File: src/pkg/crxhs_pkg.sv
// Function
// - Clock-lane fault flag in bit 1 when HS request sees a control error.
// - Header identifier register bits 7:6 show captured virtual channel, reset zero.
// - Header identifier register bits 5:0 show captured data type, reset zero.
// - Word count low byte register shows header payload count bits 7:0.
// - Word count high byte register shows header payload count bits 15:8.
// - Check byte status bit 7 flags a line length change within a frame.
// - Check byte status bits 5:0 show the header error-correction code.
package crxhs_pkg;

	localparam logic [7:0] ADDR_CLOCK_LANE_ERROR_FLAGS   = 8'h60;
	localparam logic [7:0] ADDR_HEADER_CHANNEL_AND_TYPE  = 8'h61;
	localparam logic [7:0] ADDR_WORD_COUNT_LOW_BYTE      = 8'h62;
	localparam logic [7:0] ADDR_WORD_COUNT_HIGH_BYTE     = 8'h63;
	localparam logic [7:0] ADDR_HEADER_CHECK_BYTE_STATUS = 8'h64;
	localparam logic [7:0] ADDR_BLOCK_CONTROL            = 8'hc0;

	localparam logic [7:0] ADDR_RSVD_72 = 8'h72;
	localparam logic [7:0] ADDR_RSVD_73 = 8'h73;
	localparam logic [7:0] ADDR_RSVD_74 = 8'h74;
	localparam logic [7:0] ADDR_RSVD_75 = 8'h75;
	localparam logic [7:0] ADDR_RSVD_76 = 8'h76;
	localparam logic [7:0] ADDR_RSVD_77 = 8'h77;
	localparam logic [7:0] ADDR_RSVD_78 = 8'h78;
	localparam logic [7:0] ADDR_RSVD_79 = 8'h79;
	localparam logic [7:0] ADDR_RSVD_7A = 8'h7a;
	localparam logic [7:0] ADDR_RSVD_86 = 8'h86;
	localparam logic [7:0] ADDR_RSVD_90 = 8'h90;
	localparam logic [7:0] RESET_RSVD_72 = 8'h25;
	localparam logic [7:0] RESET_RSVD_7A = 8'h04;
	localparam logic [7:0] RESET_RSVD_86 = 8'h90;
	localparam logic [7:0] RESET_RSVD_90 = 8'h32;
	localparam logic [7:0] RESET_ZERO    = 8'h00;

	localparam int POS_LANE_FAULT   = 1;
	localparam int POS_LINE_CHANGED = 7;
	localparam int POS_CAPTURE_EN   = 0;
	localparam int POS_LINE_CHECK   = 1;
	localparam logic RESET_CAPTURE_EN = 1'b1;
	localparam logic RESET_LINE_CHECK = 1'b1;

	localparam logic [5:0] DT_FRAME_START = 6'h00;
	localparam logic [5:0] DT_FRAME_END   = 6'h01;
	localparam logic [5:0] DT_LONG_MIN    = 6'h10;

	// Low-power line pair {positive, negative} of the clock lane.
	localparam logic [1:0] LP_STOP     = 2'h3;
	localparam logic [1:0] LP_HS_REQ   = 2'h1;
	localparam logic [1:0] LP_BRIDGE   = 2'h0;

	typedef enum logic [1:0] {
		LANE_STOP,
		LANE_HS_REQUEST,
		LANE_HIGH_SPEED
	} crxhs_lane_type;

	typedef enum logic [1:0] {
		CAP_IDLE,
		CAP_GOT_ID,
		CAP_GOT_LOW,
		CAP_GOT_HIGH
	} crxhs_cap_type;

endpackage

File: src/rtl/crxhs_top.sv
module crxhs_top import crxhs_pkg::*; (
	input  wire logic       clk_sys,
	input  wire logic       reset,
	input  wire logic [7:0] regAddr,
	input  wire logic [7:0] regWrData,
	input  wire logic       regWrite,
	input  wire logic       regRead,
	output logic      [7:0] regRdData,
	input  wire logic       linkClk,
	input  wire logic       linkHeaderValid,
	input  wire logic [7:0] linkHeaderByte,
	input  wire logic       clockLaneLpP,
	input  wire logic       clockLaneLpN
);

	localparam int PIN_COUNT = 12;

	typedef struct packed {
		logic           linkClkPrev;
		crxhs_lane_type lane;
		logic           laneFault;
		logic [1:0]     channel;
		logic [5:0]     dataType;
		logic [15:0]    wordCount;
		logic [5:0]     checkCode;
		logic           lineChanged;
		logic           inFrame;
		logic           havePrevCount;
		logic [15:0]    prevCount;
		logic           captureEnable;
		logic           lineCheckEnable;
		logic [7:0]     rdData;
	} crxhs_top_state_type;

	crxhs_top_state_type state;
	crxhs_top_state_type next_state;

	logic [PIN_COUNT-1:0] pinSync;
	logic                 syncLinkClk;
	logic                 syncValid;
	logic [7:0]           syncByte;
	logic [1:0]           syncLp;
	logic                 byteStrobe;
	logic                 hdrDone;
	logic [7:0]           hdrId;
	logic [15:0]          hdrCount;
	logic [7:0]           hdrCheck;
	logic                 hdrLong;
	logic                 hdrFrameStart;
	logic                 hdrFrameEnd;

	crxhs_sync #(
		.WIDTH (PIN_COUNT)
	) u_sync (
		.clk_sys (clk_sys),
		.reset   (reset),
		.pinIn   ({linkClk, linkHeaderValid, linkHeaderByte,
		           clockLaneLpP, clockLaneLpN}),
		.pinSync (pinSync)
	);

	assign syncLinkClk = pinSync[11];
	assign syncValid   = pinSync[10];
	assign syncByte    = pinSync[9:2];
	assign syncLp      = pinSync[1:0];

	// Header bytes are taken on the rising link clock edge; the sender is
	// expected to move its data on the falling edge so both are stable.
	assign byteStrobe = syncLinkClk && !state.linkClkPrev;

	crxhs_hdr_cap u_hdr_cap (
		.clk_sys    (clk_sys),
		.reset      (reset),
		.byteStrobe (byteStrobe),
		.byteValid  (syncValid),
		.byteIn     (syncByte),
		.hdrDone    (hdrDone),
		.hdrId      (hdrId),
		.hdrCount   (hdrCount),
		.hdrCheck   (hdrCheck)
	);

	assign hdrLong       = hdrDone && (hdrId[5:0] >= DT_LONG_MIN);
	assign hdrFrameStart = hdrDone && (hdrId[5:0] == DT_FRAME_START);
	assign hdrFrameEnd   = hdrDone && (hdrId[5:0] == DT_FRAME_END);

	always_comb begin
		next_state = state;
		next_state.linkClkPrev = syncLinkClk;

		// Clock lane low-power sequencing.
		case (state.lane)
			LANE_STOP: begin
				if (syncLp == LP_HS_REQ) begin
					next_state.lane = LANE_HS_REQUEST;
				end
			end
			LANE_HS_REQUEST: begin
				if (syncLp == LP_BRIDGE) begin
					next_state.lane = LANE_HIGH_SPEED;
					next_state.laneFault = 1'b0;
				end else if (syncLp != LP_HS_REQ) begin
					next_state.lane = LANE_STOP;
					next_state.laneFault = 1'b1;
				end
			end
			LANE_HIGH_SPEED: begin
				if (syncLp == LP_STOP) begin
					next_state.lane = LANE_STOP;
				end
			end
			default: begin
				next_state.lane = LANE_STOP;
			end
		endcase

		// Fields follow long headers only and hold otherwise.
		if (hdrLong && state.captureEnable) begin
			next_state.channel   = hdrId[7:6];
			next_state.dataType  = hdrId[5:0];
			next_state.wordCount = hdrCount;
			next_state.checkCode = hdrCheck[5:0];
		end

		// A new frame clears the change flag; a change seen later sets it.
		if (hdrFrameStart) begin
			next_state.inFrame = 1'b1;
			next_state.havePrevCount = 1'b0;
			next_state.lineChanged = 1'b0;
		end else if (hdrFrameEnd) begin
			next_state.inFrame = 1'b0;
		end else if (hdrLong && state.inFrame) begin
			next_state.havePrevCount = 1'b1;
			next_state.prevCount = hdrCount;
			if (state.lineCheckEnable && state.havePrevCount &&
			    hdrCount != state.prevCount) begin
				next_state.lineChanged = 1'b1;
			end
		end

		if (regWrite && regAddr == ADDR_BLOCK_CONTROL) begin
			next_state.captureEnable = regWrData[POS_CAPTURE_EN];
			next_state.lineCheckEnable = regWrData[POS_LINE_CHECK];
		end

		// Read data stands only in the cycle after the strobe.
		next_state.rdData = RESET_ZERO;
		if (regRead) begin
			case (regAddr)
				ADDR_CLOCK_LANE_ERROR_FLAGS: begin
					next_state.rdData[POS_LANE_FAULT] = state.laneFault;
				end
				ADDR_HEADER_CHANNEL_AND_TYPE: begin
					next_state.rdData = {state.channel, state.dataType};
				end
				ADDR_WORD_COUNT_LOW_BYTE: begin
					next_state.rdData = state.wordCount[7:0];
				end
				ADDR_WORD_COUNT_HIGH_BYTE: begin
					next_state.rdData = state.wordCount[15:8];
				end
				ADDR_HEADER_CHECK_BYTE_STATUS: begin
					next_state.rdData[5:0] = state.checkCode;
					next_state.rdData[POS_LINE_CHANGED] = state.lineChanged;
				end
				ADDR_BLOCK_CONTROL: begin
					next_state.rdData[POS_CAPTURE_EN] = state.captureEnable;
					next_state.rdData[POS_LINE_CHECK] = state.lineCheckEnable;
				end
				// Reserved locations show their reset value and ignore writes.
				ADDR_RSVD_72: begin
					next_state.rdData = RESET_RSVD_72;
				end
				ADDR_RSVD_7A: begin
					next_state.rdData = RESET_RSVD_7A;
				end
				ADDR_RSVD_86: begin
					next_state.rdData = RESET_RSVD_86;
				end
				ADDR_RSVD_90: begin
					next_state.rdData = RESET_RSVD_90;
				end
				default: begin
					next_state.rdData = RESET_ZERO;
				end
			endcase
		end
	end

	always_ff @(posedge clk_sys) begin
		if (reset) begin
			state <= '0;
			state.lane <= LANE_STOP;
			state.captureEnable <= RESET_CAPTURE_EN;
			state.lineCheckEnable <= RESET_LINE_CHECK;
		end else begin
			state <= next_state;
		end
	end

	assign regRdData = state.rdData;
endmodule

File: src/rtl/crxhs_sync.sv
module crxhs_sync import crxhs_pkg::*; #(
	parameter int WIDTH = 12
) (
	input  wire logic             clk_sys,
	input  wire logic             reset,
	input  wire logic [WIDTH-1:0] pinIn,
	output logic      [WIDTH-1:0] pinSync
);

	typedef struct packed {
		logic [WIDTH-1:0] stage1;
		logic [WIDTH-1:0] stage2;
	} crxhs_sync_state_type;

	crxhs_sync_state_type state;
	crxhs_sync_state_type next_state;

	if (WIDTH < 1) begin : g_check
		$error("crxhs_sync needs WIDTH of at least one");
	end

	// The first stage feeds only the second stage.
	always_comb begin
		next_state.stage1 = pinIn;
		next_state.stage2 = state.stage1;
	end

	always_ff @(posedge clk_sys) begin
		if (reset) begin
			state <= '0;
		end else begin
			state <= next_state;
		end
	end

	assign pinSync = state.stage2;

endmodule

File: src/rtl/crxhs_hdr_cap.sv
module crxhs_hdr_cap import crxhs_pkg::*; (
	input  wire logic        clk_sys,
	input  wire logic        reset,
	input  wire logic        byteStrobe,
	input  wire logic        byteValid,
	input  wire logic [7:0]  byteIn,
	output logic             hdrDone,
	output logic [7:0]       hdrId,
	output logic [15:0]      hdrCount,
	output logic [7:0]       hdrCheck
);

	typedef struct packed {
		crxhs_cap_type phase;
		logic          done;
		logic [7:0]    id;
		logic [15:0]   count;
		logic [7:0]    check;
	} crxhs_cap_state_type;

	crxhs_cap_state_type state;
	crxhs_cap_state_type next_state;

	// A header cut short by a drop of the valid line is discarded.
	always_comb begin
		next_state = state;
		next_state.done = 1'b0;
		if (byteStrobe) begin
			if (!byteValid) begin
				next_state.phase = CAP_IDLE;
			end else begin
				case (state.phase)
					CAP_IDLE: begin
						next_state.id = byteIn;
						next_state.phase = CAP_GOT_ID;
					end
					CAP_GOT_ID: begin
						next_state.count[7:0] = byteIn;
						next_state.phase = CAP_GOT_LOW;
					end
					CAP_GOT_LOW: begin
						next_state.count[15:8] = byteIn;
						next_state.phase = CAP_GOT_HIGH;
					end
					CAP_GOT_HIGH: begin
						next_state.check = byteIn;
						next_state.done = 1'b1;
						next_state.phase = CAP_IDLE;
					end
					default: begin
						next_state.phase = CAP_IDLE;
					end
				endcase
			end
		end
		// The link clock stands still once a sender gives up, so a cut
		// header must be dropped on the valid line alone, not on a strobe.
		if (!byteValid) begin
			next_state.phase = CAP_IDLE;
		end
	end

	always_ff @(posedge clk_sys) begin
		if (reset) begin
			state <= '0;
		end else begin
			state <= next_state;
		end
	end

	assign hdrDone  = state.done;
	assign hdrId    = state.id;
	assign hdrCount = state.count;
	assign hdrCheck = state.check;

endmodule

File: config.mk
export PLATFORM = sky130hd
export DESIGN_NAME = crxhs_top
export DESIGN_NICKNAME = d
export VERILOG_FILES = /design/src/pkg/crxhs_pkg.sv /design/src/rtl/crxhs_top.sv /design/src/rtl/crxhs_sync.sv /design/src/rtl/crxhs_hdr_cap.sv
export SDC_FILE = /design/constraint.sdc
export NUM_CORES = 1
export LEC_CHECK = 0
export BUFFER_PORTS_ARGS = -buffer_cell sky130_fd_sc_hd__buf_2
export CAP_MARGIN = 20
export CORE_MARGIN = 3
export CORE_UTILIZATION = 53
export CTS_CLUSTER_DIAMETER = 120
export CTS_CLUSTER_SIZE = 40
export DETAILED_ROUTE_END_ITERATION = 10
export HOLD_SLACK_MARGIN = 0.02
export PLACE_DENSITY = 0.86
export SETUP_SLACK_MARGIN = 0.4
export SLEW_MARGIN = 5
export SYNTH_ARGS = -nofsm -noshare
export SYNTH_HDL_FRONTEND = slang
export SYNTH_SLANG_ARGS = --single-unit
File: constraint.sdc
create_clock -name clk_sys -period 1.8 [get_ports clk_sys]
set_clock_uncertainty 0.15 [all_clocks]
set_input_delay 0.27 -clock clk_sys [delete_from_list [all_inputs] [get_ports clk_sys]]
set_output_delay 0.27 -clock clk_sys [all_outputs]
set_load 0.1 [all_outputs]
Word level (Yosys, flattened, before mapping):

Cells that the tools add are included.

* output and inout port bits: 8
* input port bits: 32
* register bits after elaboration: 120
* word-level logic and storage cells: 97

* multiplexer cells: 17
* equal/unequal tests: 23
* bitwise operators: 5
* magnitude comparators: 1
* reductions and logical operators: 29

Operators by type and width (count)
* $eq A8 B7 Y1 const B: 7
* $mux W17: 2
* $pmux W4 S8: 1
* $eq A8 B8 Y1 const B: 3
* $reduce_and A3 Y1: 7
* $ne A16 B16 Y1: 1
* $logic_and A1 B1 Y1: 9
* $eq A2 B2 Y1 const B: 4
* $mux W2: 4
* $pmux W2 S4: 1
* $pmux W1 S7: 1
* $eq A2 B1 Y1 const B: 3
* $eq A6 B1 Y1 const B: 1
* $ge A6 B5 Y1 const B: 1
* $logic_not A2 Y1: 3
* $logic_not A6 Y1: 1
* $mux W3: 2
* $pmux W1 S6: 1
* $pmux W2 S3: 1
* $reduce_or A2 Y1: 3
* $not A1 Y1: 5
* $pmux W1 S5: 1
* $ne A2 B2 Y1 const B: 2
* $reduce_and A2 Y1: 2
* other kinds (7): 9

Longest topological paths before layout:

* depth in word-level cells: 6
* mapped depth: 6

Hierarchy:

A second synthesis with hierarchy kept.

* cell total of the unflattened synthesis: 569
* area total of the unflattened synthesis: 5236.3 sq um

Modules (own cells, without submodules)
* crxhs_top: sequential area each 1261.2 sq um, cells each 354, area each 2837.7 sq um, instances 1
* crxhs_hdr_cap: sequential area each 700.7 sq um, cells each 165, area each 1705.4 sq um, instances 1
* crxhs_sync: sequential area each 480.5 sq um, cells each 50, area each 693.2 sq um, instances 1

Least setup slack after synthesis:

OpenSTA, ideal clock, no wires.

* kind: input port to flip-flop
* start point: input regAddr[4]
* end point: register state[8] in the netlist's numbering
* setup time: 0.122 ns
* path buffers: 0
* data arrival time: 1.482 ns
* setup slack: 0.046 ns
* stages: 4
* required time: 1.528 ns
* path through: or4b_4 > or4_4 > nand2_1 > nand3b_1

* word-level cells in the longest chain between the ends: 2

Ends and longest elaborated chain
* from (decl): line crxhs_top.sv:4 `input wire logic [7:0] regAddr,`
* $eq A8 B8 Y1: line crxhs_top.sv:141 `if (regWrite && regAddr == ADDR_BLOCK_CONTROL) begin`
* $logic_and A1 B1 Y1: line crxhs_top.sv:141
* to (signal assigned): line crxhs_top.sv:197 `state <= next_state;`
* to (decl): line crxhs_top.sv:35 `crxhs_top_state_type state;`

No other way between the ends.
A chain may end at the register's enable or synchronous reset.

Worst setup path in the final report:

* start point: register u_hdr_cap.state, in the netlist u_hdr_cap.hdrId[4]
* end point: register state[57] in the netlist's numbering

* word-level cells in the longest chain between the ends: 3

Ends and longest elaborated chain
* from (decl): line crxhs_hdr_cap.sv:21 `crxhs_cap_state_type state;`
* from (signal assigned): line crxhs_hdr_cap.sv:67 `state <= next_state;`
* $ge A6 B5 Y1: line crxhs_top.sv:83 `assign hdrLong = hdrDone && (hdrId[5:0] >= DT_LONG_MIN);`
* $logic_and A1 B1 Y1: line crxhs_top.sv:83
* $logic_and A1 B1 Y1: line crxhs_top.sv:118 `if (hdrLong && state.captureEnable) begin`

No other way between the ends.

==> results.toml <==
[critical_path]
path_cells = "or2_4 > nand3_2 > buf_12 > nand2_1 > a21oi_2"
crit_path_start_kind = "register"
critPathKind = "register to register"
crit_start = "u_hdr_cap.hdrId[4]$_SDFFE_PP0P_"
timing.rr.end = "state[57]$_SDFFE_PP0P_"
crit_buf_inv = 1
cp_max_fo = 15
ff2ff_path_depth = 5
cp.arrival_ns = 1.94
crit-reg2reg-launch = "u_hdr_cap.hdrId[4]$_SDFFE_PP0P_"
cp_slowest_cell = "dfxtp_4"
max_stage_delay_ns = 0.37
ff2ff_setup_slack_ns = 0.13
path_delay_family = "simple AND/OR/NAND/NOR gates"
required_ns = 2.08
crit_path_end_kind = "register"

[grt]
grtUsageMet2_pct = 45.77
grt_pass1_vias = 4240
top_usage_layer = "met2"
grt_overflow = 0
grt_use_met3_pct = 8.235
grt_usage_pct = 26.24
antenna_found_initial = 0
grt_pass1_wl_um = 20490
use_met1_pct = 29.07
grt_start_max_net_pins = 54

[cts]
cts_num_sinks = 120
ctsRootBufferMaster = "clkbuf_8"
worstSkewPairLatency_ns = 0.53
clk_pin_slew_ns = 0.07
numCtsBuffers = 17
clk_path_buf_depth = 2
cts_max_level = 4
cts_tree = "yes"

[layout]
syn2layout_area_growth_pct = 38.31
fin_area_um2 = 6550
final-instance-count-excl-fill = 746
nets = 664
layout_commonest_cell = "nand2_1"
fill_cells = 451
utilization_pct = 77.38
layout-drive-gt1-share_pct = 33.07
n_antenna_cell = 0
layout_common_cells = "nand2_1 (135), dfxtp_1 (90), a21oi_1 (71)"

[routing]
wirelength_um = 16420
detail_route.wl_per_cell_um = 22.01
drtIter0Drc = 710
ant_nets = 0
drc_errors = 0
dr.pass1.iters = 7
num_vias = 4760
vias_per_cell = 6.381

[place]
post-dp-hpwl_um = 7455
io_buffers = 33
place_area_um2 = 5094
place_congestion = 0.8957
placed_cells = 681

[synth]
syn-num-nets = 590
synth_edf_count = 0
synth_cell_types = 49
async_flop_share_pct = 0
netlist_area_um2 = 4736
synth_top_area_share_pct = 50.73
avgSynthCellArea_um2 = 8.548
synth_seq_cells = 120
synthTopCellsByArea = "dfxtp_1 (51%), nand2_1 (12%), a21oi_1 (8.7%)"
yosys_warnings = 0
synth-main-ff-cell = "dfxtp_1"
synth_cells = 554
ys_seq_area_share_pct = 50.73
synth_largest_area_cell = "dfxtp_1"

[power]
cellLeakagePower_nw = 2.543
pwr_density_cell_nw_per_um2 = 974.7
vdd_drop_max_mv = 1.054

[floorplan]
die_area_um2 = 10110
core_region_area_um2 = 8464
num_rows = 33
start_util_pct = 55.95
ios = 40
die_h_um = 100.5
die_w_um = 100.5

[timing]
slew_viol_final = 0
rsz0062_at_grt = "yes"
post-route-period-util_pct = 92.74
finalHoldWorstSlack_ns = 0.06153
fin_crit_ns = 1.669
finalSetupViolations = 0
hold_viol = 0
slew_headroom_pct = 39.53
tightestPinTransition_ns = 0.9070
finalSetupTns_ns = 0
max_freq_ghz = 0.5990

[job]
maxCapViolCount = 0

[min_path]
min_path_cells = 4
hp-start = "regAddr[3]"
min_path_type = "input port to register"
whs_endpoint = "regRdData[6]$_SDFF_PP0_"

[status]
status = "finished, final reports clean"
flip-flops by register name, summed over array words and instances (netlist names):
signal and cells:
u_hdr_cap.hdrCheck 6, regRdData 8, u_hdr_cap.hdrId 8, u_hdr_cap.state 2, u_sync.next_state 12, u_sync.pinSync 12
u_hdr_cap.hdrCount 16, u_hdr_cap.hdrDone 1, state 55
stage by stage:
step / power, mW / setup slack, ns
after floorplan: 2.861 / 0.04830
after global placement: 2.931 / -0.07815
after detailed placement: 2.937 / -0.1032
after CTS: 6.271 / 0.3184
after global routing: 6.524 / 0.1571
final: 6.384 / 0.1306
layer usage:
metal	wire, um	vias to the layer above
met5	0	-
met4	1353	0
met3	1719	138
met2	7716	413
met1	5627	2195
li1	-	2014
power breakdown:
group / total [mW] / leakage (nW) / switching (mW) / internal (mW)
Combinational: 0.243 / 1.27 / 0.127 / 0.115
Sequential: 2.70 / 0.988 / 0.0196 / 2.68
Clock: 3.45 / 0.289 / 1.40 / 2.04
cell type report:
type | count | area [um^2] | share of cell area [%]
flip-flops and latches | 120 | 2450 | 37.40
multi-input cells | 389 | 2440 | 37.25
repair buffers | 91 | 904.6 | 13.81
clock buffers | 18 | 427.9 | 6.533
clock inverters | 14 | 162.7 | 2.483
well taps | 105 | 131.4 | 2.006
inverters | 9 | 33.78 | 0.5158
Yosys cell counts, drive strengths merged (2+ instances only):
master,instances
nor4,4
and2,3
and3,3
or2,3
nand2,157
nor2,13
nor2b,26
a21oi,82
inv,9
nor4b,3
nand3,12
or3b,3
a22oi,4
or4b,2
nand3b,4
o21ai,4
nor3,5
nand2b,3
a211oi,6
xnor2,16
ha,4
mux2,8
buf,11
nand4,5
clkbuf,26
dfxtp,120
a222oi,4
worst max-delay path by stage:
stage	slack [ns]	cells past startpoint	end
after detailed placement	-0.10	5	state[8]$_SDFFE_PP1P_
after global placement	-0.08	6	regRdData[4]$_SDFF_PP0_
after floorplan	0.05	4	state[8]$_SDFFE_PP1P_
after global routing	0.16	5	state[57]$_SDFFE_PP0P_
after CTS	0.32	1	regRdData[1]
final	0.13	5	state[57]$_SDFFE_PP0P_
kinds of logic (layout without fill, tap and decap cells):
family / after synthesis / in the layout / share of synthesized area, %
adder cells (fa/ha/maj): 4 / 4 / 1.057
AO/OA/AOI/OAI: 107 / 107 / 13.21
XOR/XNOR: 16 / 16 / 2.959
buffers and inverters: 46 / 132 / 4.333
flip-flops: 120 / 120 / 50.73
AND/OR/NAND/NOR: 252 / 253 / 25.60
multiplexers: 9 / 9 / 2.114
repair_timing:
action                                 4_1_cts  5_1_grt
gates cloned                                 0        5
gates resized for setup                     65       91
setup endpoints to repair                   58       94
pin swaps                                    1       27
hold buffers                                20        0
buffers inserted                             0        8
endpoints found under the hold margin       34        0
worst min-delay path: cells and delay by family:
kind / cells / cell delay, ns
buffers and inverters: 2 / 0.22
and+or+nand+nor: 2 / 0.22
Note: power is estimated with default switching activity, not from simulation.
